--- src/design/dcc_pkg.sv ---
// ****************************************************************
// Shared constants for the dual comparator control block.
// ****************************************************************
package dcc_pkg;

  // ****************************************************************
  // Register bus geometry and register indices.
  // ****************************************************************
  localparam int unsigned ADDR_W      = 3;
  localparam int unsigned DATA_W      = 8;
  localparam logic [2:0]  REG_CTRL    = 3'h0;
  localparam logic [2:0]  REG_FLAGS   = 3'h1;
  localparam logic [2:0]  REG_CLEAR   = 3'h2;
  localparam logic [2:0]  REG_ENABLES = 3'h3;
  localparam logic [2:0]  REG_MAIN    = 3'h4;
  localparam logic [2:0]  REG_PORT    = 3'h5;

  // ****************************************************************
  // Field positions of the comparator control register.
  // ****************************************************************
  localparam int unsigned CTRL_CMP2_RESULT = 7;
  localparam int unsigned CTRL_CMP1_RESULT = 6;
  localparam int unsigned CTRL_CMP2_INVERT = 5;
  localparam int unsigned CTRL_CMP1_INVERT = 4;
  localparam int unsigned CTRL_INPUT_SW    = 3;
  localparam int unsigned CTRL_MODE_HI     = 2;
  localparam int unsigned CTRL_MODE_LO     = 0;
  localparam int unsigned CTRL_WR_HI       = 5;
  localparam logic [5:0]  CTRL_RESET       = 6'h00;

  // ****************************************************************
  // Interrupt related field positions.
  // ****************************************************************
  localparam int unsigned FLAG_CMP_IRQ  = 6;
  localparam int unsigned EN_CMP_IRQ    = 6;
  localparam int unsigned MAIN_GLOBAL   = 7;
  localparam int unsigned MAIN_PERIPH   = 6;
  localparam logic [7:0]  ZERO_BYTE     = 8'h00;

  // ****************************************************************
  // Mode field codes.
  // ****************************************************************
  localparam logic [2:0]  MODE_RESET_OFF = 3'b000;
  localparam logic [2:0]  MODE_MUX_REF   = 3'b110;
  localparam logic [2:0]  MODE_OFF       = 3'b111;

  // Modes that route the results onto the two pins, one bit per mode code.
  localparam logic [7:0]  PIN_OUT_MODES_DEF = 8'h28;

endpackage

--- src/design/dcc_sync.sv ---
`timescale 1ns/1ps
`default_nettype none
// ****************************************************************
// Two flip-flop synchroniser for signals from outside the clock.
// ****************************************************************
module dcc_sync
  import dcc_pkg::*;
#(
  parameter int unsigned W = 1
)(
  input  wire logic         sys_clk_i,
  input  wire logic         srst_i,
  input  wire logic         ce_i,
  input  wire logic [W-1:0] async_i,
  output logic      [W-1:0] sync_o
);

  logic [W-1:0] meta_q;
  logic [W-1:0] sync_q;

  // The first stage feeds only the second stage to let metastability settle.
  always_ff @(posedge sys_clk_i)
  begin
    if (srst_i)
    begin
      meta_q <= '0;
      sync_q <= '0;
    end
    else if (ce_i)
    begin
      meta_q <= async_i;
      sync_q <= meta_q;
    end
  end

  assign sync_o = sync_q;

endmodule
`default_nettype wire

--- src/design/dcc_top.sv ---
`timescale 1ns/1ps
`default_nettype none
module dcc_top
  import dcc_pkg::*;
#(
  parameter logic [7:0] PIN_OUT_MODES = PIN_OUT_MODES_DEF
)(
  input  wire logic              sys_clk_i,
  input  wire logic              srst_i,
  input  wire logic              ce_i,
  input  wire logic [ADDR_W-1:0] reg_addr_i,
  input  wire logic [DATA_W-1:0] reg_wdata_i,
  input  wire logic              reg_wr_i,
  input  wire logic              reg_rd_i,
  output logic      [DATA_W-1:0] reg_rdata_o,
  input  wire logic              cmp1_raw_i,
  input  wire logic              cmp2_raw_i,
  input  wire logic [7:0]        port_f_pins_i,
  input  wire logic [7:0]        port_f_direction_i,
  input  wire logic [7:0]        analog_pin_config_i,
  output logic                   cmp_power_en_o,
  output logic                   ref_to_pos_o,
  output logic                   input_switch_o,
  output logic      [2:0]        cmp_mode_o,
  output logic                   pin_rf1_o,
  output logic                   pin_rf1_oe_o,
  output logic                   pin_rf2_o,
  output logic                   pin_rf2_oe_o,
  output logic                   irq_o,
  output logic                   wake_o
);

  // ****************************************************************
  // State.
  // ****************************************************************
  logic [5:0]        ctrl_q;
  logic [5:0]        ctrl_d;
  logic [1:0]        latched_q;
  logic [1:0]        latched_d;
  logic              flag_q;
  logic              flag_d;
  logic              cmp_irq_enable_q;
  logic              cmp_irq_enable_d;
  logic              global_irq_enable_q;
  logic              global_irq_enable_d;
  logic              peripheral_irq_enable_q;
  logic              peripheral_irq_enable_d;
  logic [DATA_W-1:0] rdata_q;
  logic [DATA_W-1:0] rdata_d;
  logic              irq_q;
  logic              wake_q;
  logic              power_q;
  logic              ref_pos_q;
  logic              switch_q;
  logic [2:0]        mode_q;
  logic              rf1_q;
  logic              rf1_oe_q;
  logic              rf2_q;
  logic              rf2_oe_q;

  // ****************************************************************
  // Input synchronisers.
  // ****************************************************************
  logic [1:0] cmp_sync;
  logic [7:0] pins_sync;

  // Comparator decisions are asynchronous to the register clock.
  dcc_sync #(
    .W (2)
  ) u_cmp_sync (
    .sys_clk_i (sys_clk_i),
    .srst_i    (srst_i),
    .ce_i      (ce_i),
    .async_i   ({cmp2_raw_i, cmp1_raw_i}),
    .sync_o    (cmp_sync)
  );

  // Port pins come straight from the pads.
  dcc_sync #(
    .W (8)
  ) u_pin_sync (
    .sys_clk_i (sys_clk_i),
    .srst_i    (srst_i),
    .ce_i      (ce_i),
    .async_i   (port_f_pins_i),
    .sync_o    (pins_sync)
  );

  // ****************************************************************
  // Control fields and mode decode.
  // ****************************************************************
  wire       cmp2_invert  = ctrl_q[CTRL_CMP2_INVERT];
  wire       cmp1_invert  = ctrl_q[CTRL_CMP1_INVERT];
  wire       input_switch = ctrl_q[CTRL_INPUT_SW];
  wire [2:0] cmp_mode_field = ctrl_q[CTRL_MODE_HI:CTRL_MODE_LO];

  // Both the reset mode and the off mode leave the comparators unpowered.
  wire cmp_active  = (cmp_mode_field != MODE_RESET_OFF)
                   && (cmp_mode_field != MODE_OFF);
  wire mux_ref     = (cmp_mode_field == MODE_MUX_REF);
  wire pin_out_sel = PIN_OUT_MODES[cmp_mode_field];

  // ****************************************************************
  // Comparator results.
  // ****************************************************************
  // An inactive comparator decides low, so only the inversion shows.
  wire cmp1_result = (cmp_active & cmp_sync[0]) ^ cmp1_invert;
  wire cmp2_result = (cmp_active & cmp_sync[1]) ^ cmp2_invert;
  wire [1:0] results = {cmp2_result, cmp1_result};

  // ****************************************************************
  // Bus decode.
  // ****************************************************************
  wire wr_ctrl    = reg_wr_i && (reg_addr_i == REG_CTRL);
  wire rd_ctrl    = reg_rd_i && (reg_addr_i == REG_CTRL);
  wire wr_flags   = reg_wr_i && (reg_addr_i == REG_FLAGS);
  wire wr_clear   = reg_wr_i && (reg_addr_i == REG_CLEAR);
  wire wr_enables = reg_wr_i && (reg_addr_i == REG_ENABLES);
  wire wr_main    = reg_wr_i && (reg_addr_i == REG_MAIN);

  // ****************************************************************
  // Control register update.
  // ****************************************************************
  // Result bits are not stored, so written bits 7:6 are dropped; writes move results only through the invert and mode fields.
  assign ctrl_d = wr_ctrl ? reg_wdata_i[CTRL_WR_HI:0] : ctrl_q;

  // ****************************************************************
  // Change detector.
  // ****************************************************************
  // Any access of the control register takes a fresh snapshot. A change
  // landing in the same cycle as that access still meets the old snapshot,
  // so it raises the flag once; software must compare the results itself.
  wire ctrl_access = wr_ctrl | rd_ctrl;
  assign latched_d = ctrl_access ? results : latched_q;
  wire mismatch    = cmp_active && (results != latched_q);

  // ****************************************************************
  // Interrupt flag.
  // ****************************************************************
  // A write of one to the flag simulates an interrupt. Hardware set wins
  // over any clear, so a lasting mismatch keeps the flag up.
  wire flag_sw_set = wr_flags &  reg_wdata_i[FLAG_CMP_IRQ];
  wire flag_sw_clr = (wr_flags & ~reg_wdata_i[FLAG_CMP_IRQ])
                   | (wr_clear &  reg_wdata_i[FLAG_CMP_IRQ]);
  wire flag_set    = mismatch | flag_sw_set;
  assign flag_d    = flag_set ? 1'b1 : (flag_sw_clr ? 1'b0 : flag_q);

  // ****************************************************************
  // Enable registers.
  // ****************************************************************
  assign cmp_irq_enable_d = wr_enables ? reg_wdata_i[EN_CMP_IRQ]
                                       : cmp_irq_enable_q;
  assign global_irq_enable_d = wr_main ? reg_wdata_i[MAIN_GLOBAL]
                                       : global_irq_enable_q;
  assign peripheral_irq_enable_d = wr_main ? reg_wdata_i[MAIN_PERIPH]
                                           : peripheral_irq_enable_q;

  // The flag sets regardless; the request needs all three enables.
  wire irq_d  = flag_q & cmp_irq_enable_q
              & peripheral_irq_enable_q & global_irq_enable_q;
  // Wake needs only the comparator enable, as in sleep the core is halted.
  wire wake_d = flag_q & cmp_irq_enable_q;

  // ****************************************************************
  // Read data mux.
  // ****************************************************************
  wire [7:0] ctrl_rd  = {cmp2_result, cmp1_result, ctrl_q};
  wire [7:0] flags_rd = ZERO_BYTE | ({7'h00, flag_q} << FLAG_CMP_IRQ);
  wire [7:0] en_rd    = ZERO_BYTE | ({7'h00, cmp_irq_enable_q} << EN_CMP_IRQ);
  wire [7:0] main_rd  = ZERO_BYTE
                      | ({7'h00, global_irq_enable_q} << MAIN_GLOBAL)
                      | ({7'h00, peripheral_irq_enable_q} << MAIN_PERIPH);
  wire [7:0] port_rd  = pins_sync & ~analog_pin_config_i;

  // Unmapped and write-only addresses read as zero.
  always_comb
  begin
    rdata_d = ZERO_BYTE;
    if (reg_rd_i)
    begin
      unique case (reg_addr_i)
        REG_CTRL:    rdata_d = ctrl_rd;
        REG_FLAGS:   rdata_d = flags_rd;
        REG_ENABLES: rdata_d = en_rd;
        REG_MAIN:    rdata_d = main_rd;
        REG_PORT:    rdata_d = port_rd;
        default:     rdata_d = ZERO_BYTE;
      endcase
    end
  end

  // ****************************************************************
  // Pin output path.
  // ****************************************************************
  // The pins take the raw decision after one register only, so they
  // track the comparator ahead of the synchronised register view; the
  // price is that a pin may glitch once on a slow input edge.
  wire rf1_d    = (cmp_active & cmp1_raw_i) ^ cmp1_invert;
  wire rf2_d    = (cmp_active & cmp2_raw_i) ^ cmp2_invert;
  wire rf1_oe_d = pin_out_sel & ~port_f_direction_i[1];
  wire rf2_oe_d = pin_out_sel & ~port_f_direction_i[2];

  // ****************************************************************
  // Register state.
  // ****************************************************************
  // Device reset returns the control register to mode 000, comparators off.
  always_ff @(posedge sys_clk_i)
  begin
    if (srst_i)
    begin
      ctrl_q    <= CTRL_RESET;
      latched_q <= 2'b00;
      flag_q    <= 1'b0;
      rdata_q   <= ZERO_BYTE;
    end
    else if (ce_i)
    begin
      ctrl_q    <= ctrl_d;
      latched_q <= latched_d;
      flag_q    <= flag_d;
      rdata_q   <= rdata_d;
    end
  end

  // Enables.
  always_ff @(posedge sys_clk_i)
  begin
    if (srst_i)
    begin
      cmp_irq_enable_q        <= 1'b0;
      global_irq_enable_q     <= 1'b0;
      peripheral_irq_enable_q <= 1'b0;
    end
    else if (ce_i)
    begin
      cmp_irq_enable_q        <= cmp_irq_enable_d;
      global_irq_enable_q     <= global_irq_enable_d;
      peripheral_irq_enable_q <= peripheral_irq_enable_d;
    end
  end

  // Interrupt and wake outputs, registered to keep them glitch free.
  always_ff @(posedge sys_clk_i)
  begin
    if (srst_i)
    begin
      irq_q  <= 1'b0;
      wake_q <= 1'b0;
    end
    else if (ce_i)
    begin
      irq_q  <= irq_d;
      wake_q <= wake_d;
    end
  end

  // Analog steering outputs and pin drivers.
  always_ff @(posedge sys_clk_i)
  begin
    if (srst_i)
    begin
      power_q   <= 1'b0;
      ref_pos_q <= 1'b0;
      switch_q  <= 1'b0;
      mode_q    <= MODE_RESET_OFF;
      rf1_q     <= 1'b0;
      rf2_q     <= 1'b0;
      rf1_oe_q  <= 1'b0;
      rf2_oe_q  <= 1'b0;
    end
    else if (ce_i)
    begin
      power_q   <= cmp_active;
      ref_pos_q <= mux_ref;
      switch_q  <= mux_ref & input_switch;
      mode_q    <= cmp_mode_field;
      rf1_q     <= rf1_d;
      rf2_q     <= rf2_d;
      rf1_oe_q  <= rf1_oe_d;
      rf2_oe_q  <= rf2_oe_d;
    end
  end

  // ****************************************************************
  // Outputs.
  // ****************************************************************
  assign reg_rdata_o    = rdata_q;
  assign cmp_power_en_o = power_q;
  assign ref_to_pos_o   = ref_pos_q;
  assign input_switch_o = switch_q;
  assign cmp_mode_o     = mode_q;
  assign pin_rf1_o      = rf1_q;
  assign pin_rf1_oe_o   = rf1_oe_q;
  assign pin_rf2_o      = rf2_q;
  assign pin_rf2_oe_o   = rf2_oe_q;
  assign irq_o          = irq_q;
  assign wake_o         = wake_q;

endmodule
`default_nettype wire

--- config.mk ---
export PLATFORM = sky130hd
export DESIGN_NAME = dcc_top
export DESIGN_NICKNAME = d
export VERILOG_FILES = /design/src/design/dcc_pkg.sv /design/src/design/dcc_sync.sv /design/src/design/dcc_top.sv
export SDC_FILE = /design/constraint.sdc
export NUM_CORES = 1
export LEC_CHECK = 0
export BUFFER_PORTS_ARGS = -buffer_cell sky130_fd_sc_hd__buf_2
export CAP_MARGIN = 30
export CORE_MARGIN = 4
export CORE_UTILIZATION = 52
export CTS_CLUSTER_DIAMETER = 120
export DETAILED_ROUTE_END_ITERATION = 6
export GPL_TIMING_DRIVEN = 0
export PLACE_DENSITY = 0.79
export SLEW_MARGIN = 20
export SYNTH_ARGS = -nofsm -noshare
export SYNTH_HDL_FRONTEND = slang
export SYNTH_HIERARCHICAL = 1
export SYNTH_SLANG_ARGS = --single-unit
--- constraint.sdc ---
create_clock -name sys_clk_i -period 1.7 [get_ports sys_clk_i]
set_input_delay 0.085 -clock sys_clk_i [delete_from_list [all_inputs] [get_ports sys_clk_i]]
set_output_delay 0.085 -clock sys_clk_i [all_outputs]
set_load 0.02 [all_outputs]
Word level (Yosys, flattened, before mapping) --
Memories as Yosys holds them, arrays and structs flattened. A register that Yosys moved wholly into a read port is not among the register bits. Cells that the tools add are included.
Operators by class: order comparisons 1, equal/unequal tests 8, reductions and logical operators 16, bitwise operators 26, mux-type cells 7
Operators by type and width (count):
- $pmux W8 S5 | 1
- $and A1 B1 Y1 | 13
- $reduce_and A2 Y1 | 5
- $eq A3 B3 Y1 const B | 3
- $and A8 B8 Y8 | 1
- $logic_and A1 B1 Y1 | 8
- $mux W8 | 1
- $not A8 Y8 | 1
- $or A8 B7 Y8 | 1
- $eq A3 B2 Y1 const B | 2
- $mux W3 | 2
- $lt A3 B4 Y1 const B | 1
- $xor A1 B1 Y1 | 4
- $eq A3 B1 Y1 const B | 1
- $logic_not A3 Y1 | 1
- $mux W1 | 3
- $ne A3 B3 Y1 const B | 1
- $not A1 Y1 | 3
- $or A1 B1 Y1 | 3
- $reduce_bool A3 Y1 | 1
- $ne A2 B2 Y1 | 1
- $reduce_bool A2 Y1 | 1
Storage, ports and cells: memories 1, register bits 52, output and inout bits 20, word-level logic and storage cells 80, bits of input ports 42, bits in read-only memories 8
Memory list:
- (no name shown) | words 8, bits a word 1, rd ports 1, clocked after Yosys merged registers in 1, wr ports 0, line dcc_top.sv:101 | wire pin_out_sel = PIN_OUT_MODES[cmp_mode_field];

Logic depth before layout (Yosys ltp) --
word-level depth 9, depth in mapped cells 7

By module --
The synthesis kept the hierarchy.
Modules (own cells, without submodules):
- dcc_top | area an instance 1662.8 sq um, cells each 193, times used 1, sequential area each 660.6 sq um
- dcc_sync at u_pin_sync | area an instance 580.6 sq um, cells each 52, times used 1, sequential area each 320.3 sq um
- dcc_sync at u_cmp_sync | area an instance 140.1 sq um, cells each 13, times used 1, sequential area each 80.1 sq um

Worst setup path before layout --
Ideal clock, no wire load.
path kind reg2reg, start point register ctrl_q[1], end point register rdata_q[7], in the netlist reg_rdata_o[7], clock period less this slack 1481 ps, data required time 1604 ps, arrival 1386 ps, path slack 219 ps, stages on the path, launching flop included 7, cell sequence dfxtp_1 buf_6 or3_4 nand3_1 xnor2_1 a21oi_1 o41ai_2
On the way: word-level cells in the longest chain between the ends 6
RTL lines:
- start, declared | line dcc_top.sv:36 | logic [5:0] ctrl_q;
- start signal, assigned | line dcc_top.sv:218 | ctrl_q <= ctrl_d;
- $ne A3 B3 Y1 or $reduce_bool A3 Y1 (tied branches) | line dcc_top.sv:99, dcc_top.sv:98
- $logic_and A1 B1 Y1 * | line dcc_top.sv:99 | && (cmp_mode_field != MODE_OFF);
- $and A1 B1 Y1 * | line dcc_top.sv:108 | wire cmp2_result = (cmp_active & cmp_sync[1]) ^ cmp2_invert;
- $xor A1 B1 Y1 * | line dcc_top.sv:108
- $pmux W8 S5 * | line dcc_top.sv:181 | unique case (reg_addr_i)
- $mux W8 * | line dcc_top.sv:179 | if (reg_rd_i)
- end signal, assigned | line dcc_top.sv:221 | rdata_q <= rdata_d;
- end, declared | line dcc_top.sv:48 | logic [DATA_W-1:0] rdata_q;
Mark *: on every way between the ends. The rest lies on a longest branch, timed or not. A chain may end at the register's enable or synchronous reset.

Final worst setup path --
Ends and elaborated chain as after synthesis.

==> metrics.md <==
| Metric | Value |
|---|---|
| Status | `finished, final reports clean` |
| Mean number of vias per cell | `5.39` |
| Critical-path maximum fanout | `7` |
| Wire length per cell | `14.6 um` |
| Share of power burned in the clock network | `0.309` |
| Area of all placed cells without fillers | `0.00279 mm^2` |
| Overall global routing resource usage | `0.198` |
| Synth warnings | `6` |
| WL final | `5410 um` |
| WS Path Type | `reg2reg` |
| Number of iterations in the first detailed-routing pass | `4` |
| Total power after layout | `0.00220 W` |
| Async set or reset register ratio after synthesis | `0` |
| Max H-tree Level | `2` |
| Largest incremental delay on the critical path | `0.38 ns` |
| Post-synth top flop | `dfxtp_1` |
| Maximum clock path buffer count | `2` |
| Overall die height | `75.7 um` |
| Die boundary width | `75.7 um` |
| Root Buffer Master | `clkbuf_8` |
| Number of nets still failing antenna checks after routing | `0` |
| Startpoint kind of the worst setup timing path | `flip-flop` |
| Cts bufs inserted | `5` |
| Most common library cell in the layout ignoring fill and taps | `buf_2` |
| Sequential share of power | `0.586` |
| Timing-limited maximum frequency | `0.628 GHz` |
| P per Cell Area | `788 mW/mm^2` |
| Syn Std Cell Area | `0.00238 mm^2` |
| Slowest cell on the critical path | `or3_4` |
| Mean cell area of the mapped netlist | `9.24 um^2` |
| Detailed placement HPWL | `4180 um` |
| Number of slew-limit violations in the final report | `0` |
| Final nets | `358` |
| Start of the worst register-to-register path | `ctrl_q[1]` |
| Net switching power | `0.000541 W` |
| Ordered cell list for the critical path | `buf_6 > or3_4 > nand3_1 > xnor2_1 > a21oi_1 > o41ai_2` |
| Count of vias placed by the detailed router | `1,988` |
| Fraction of the cycle the final worst path needs | `0.937` |
| GR Overflow Total | `0` |
| Reg-to-reg endpoint | `reg_rdata_o[7]` |
| Switching part of the total | `0.246` |
| Min-Delay Path Class | `in2reg` |
| Floorplan die area | `0.00573 mm^2` |
| Setup TNS after final layout | `0 ns` |
| Slew at the pin closest to its max-slew limit | `0.597 ns` |
| Flops & latches, synth | `53` |
| Insertion delay of the later-clocked pin in the worst-skew pair | `0.30 ns` |
| Worst setup skew after layout | `0.00721 ns` |
| Synthesis-to-finish area growth | `16.9%` |
| Total of buffers placed on input and output ports | `51` |
| Highest-count cells in the layout ignoring fill and taps | `buf_2, dfxtp_1, nor2_1, mux2i_1, nand2_1` |
| Synthesized net count | `300` |
| MaxCap Viol Count | `0` |
| Clock tree from TritonCTS | `done` |
| Min-Delay Startpoint | `port_f_pins_i[2]` |
| Setup repair after global routing missed its margin | `no` |
| Number of instances on the worst hold path | `3` |
| CTS sink cnt | `53` |
| Number of gates resized after cts | `0` |
| Setup-failing EPs final | `0` |
| Core region area | `0.00438 mm^2` |
| EDFF count, synth | `0` |
| Leakage | `1.28 nW` |
| WP data arrival | `1.81 ns` |
| CP endpoint kind | `flip-flop` |
| Cell-internal power | `0.00165 W` |
| Top Ports | `62` |
| Site Rows | `24` |
| Worst hold path endpoint | `u_pin_sync/meta_q[2]` |
| Number of remaining DRC errors | `0` |
| Yosys cell types | `45` |
| Required time worst endpoint | `1.92 ns` |
| Min cycle time layout | `1.59 ns` |
| Worst rel slew slack | `0.602` |
| Portion of the post-synthesis area used by sequential elements | `0.445` |
| Post-CTS Setup Bufs | `0` |
| Worst-case hold slack | `0.0141 ns` |
| Antenna violations before repair | `0` |
| Total cell area at the placement stage | `0.00270 mm^2` |
| Initial Utilization | `0.544` |
| Worst reg-to-reg setup slack | `0.11 ns` |
| Number of filler instances in the final layout | `393` |
| Logic gate share of total power | `0.105` |
| Synthesized instance count | `258` |
| Initial detailed-routing violation count | `97` |
| Vias in the first global route | `1,881` |
| Final hold viol count | `0` |
| Peak supply drop | `0.000480 V` |
| Count of hold-fix buffers inserted at cts | `0` |
| Antenna cells | `0` |
| Wire length of the first global-routing pass | `8650 um` |
| Fraction of final layout cells with drive strength greater than 1 | `0.256` |
| Pin count of the biggest net entering global routing | `16` |
| Routability-driven placement congestion ratio | `0.935` |
| Worst reg2reg path depth | `6` |
| Clock input transition at the sequential cells of the worst setup and hold paths | `0.09 ns` |
## how the worst max path moves through the flow
stage / startpoint / to / slack (ns) / cells after the start
floorplan: ctrl_q[1] / reg_rdata_o[7] / 0.22 / 6
global placement: ctrl_q[1] / reg_rdata_o[7] / 0.13 / 6
detailed placement: ctrl_q[1] / reg_rdata_o[7] / 0.10 / 6
CTS: ctrl_q[1] / reg_rdata_o[7] / 0.1 / 6
global route: ctrl_q[1] / reg_rdata_o[7] / 0.03 / 6
finish: ctrl_q[1] / reg_rdata_o[7] / 0.11 / 6
## worst max-delay path, delay by kind of cell, from the launching register on
family	cells	cell delay, ns
AOI/OAI and AO/OA	2	0.38
and+or+nand+nor	2	0.53
xor gates and xnor gates	1	0.16
buffers and inverters	1	0.12
DFF	1	0.32
## power groups by stage
stage / combinational, W / clock, W / sequential, W
after floorplan: 0.000148 / 0 / 0.00131
after global placement: 0.000226 / 0 / 0.00131
after detailed placement: 0.000230 / 0 / 0.00132
after CTS: 0.000231 / 0.000699 / 0.00129
after global routing: 0.000253 / 0.000749 / 0.00129
final: 0.000231 / 0.000678 / 0.00129
## per-layer routing
layer,vias up,share of wire,wire [um],GRT usage
met5,-,0,0,0
met4,0,0.0046,25,0.0388
met3,4,0.074,402,0.0594
met2,65,0.48,2570,0.322
met1,918,0.44,2400,0.262
li1,1001,-,-,-
## per-stage QoR
stage	util	setup WS, ns	cells
after floorplan	-	0.219	258
after global placement	0.617	0.128	361
after detailed placement	0.617	0.103	361
after CTS	0.636	0.0963	369
after global routing	0.636	0.0305	369
final	0.636	0.107	369
## final cells by class
class | count | area (um^2) | share of cell area
sequential | 53 | 1060 | 0.381
tap | 52 | 65.1 | 0.0233
inverter | 11 | 41.3 | 0.0148
buffer | 19 | 128 | 0.0458
multi-input combinational | 175 | 1150 | 0.414
clock buffer | 6 | 72.6 | 0.0260
timing repair buffer | 51 | 255 | 0.0916
clock inverter | 2 | 10.0 | 0.00359
## synth_stat cells, drive strengths merged, types with 2 or more instances
cell type  number  area (um^2)
a21oi          13         65.1
a22oi           6         45.0
xnor2           3         26.3
nand3b          2         15.0
nor3            2         10.0
clkbuf          8         41.3
nor2           51          208
a32o            6         60.1
buf            11         86.3
dfxtp          53         1060
a211oi          2         15.0
xor2            3         26.3
inv            11         41.3
nand3          14         75.1
nand2          16         67.6
mux2i          31          310
nand4           2         12.5
o21ai           4         20.0
nor2b           3         18.8
## cells by family (layout without fill, tap and decap cells)
family                 Yosys count  in the layout  share of synthesized area
AND/OR/NAND/NOR                 96             96                      0.190
multiplexers                    31             31                      0.130
flip-flops                      53             53                      0.445
XOR/XNOR                         7              7                     0.0336
AO/OA/AOI/OAI                   41             41                      0.130
buffers and inverters           30             89                     0.0709
## registers in the layout, summed over array words and instances, names as in the netlist
name and flops:
cmp_power_en_o 1, latched_q 2, pin_rf1_oe_o 1, ctrl_q 6, irq_o 1, u_cmp_sync/sync_o 2, pin_rf2_oe_o 1, cmp_mode_o 3
flag_q 1, reg_rdata_o 8, pin_rf1_o 1, u_cmp_sync/meta_q 2, cmp_irq_enable_q 1, wake_o 1, global_irq_enable_q 1, pin_out_sel 1
input_switch_o 1, ref_to_pos_o 1, u_pin_sync/sync_o 8, pin_rf2_o 1, u_pin_sync/meta_q 8, peripheral_irq_enable_q 1
Power figures use the tool's default switching activity.
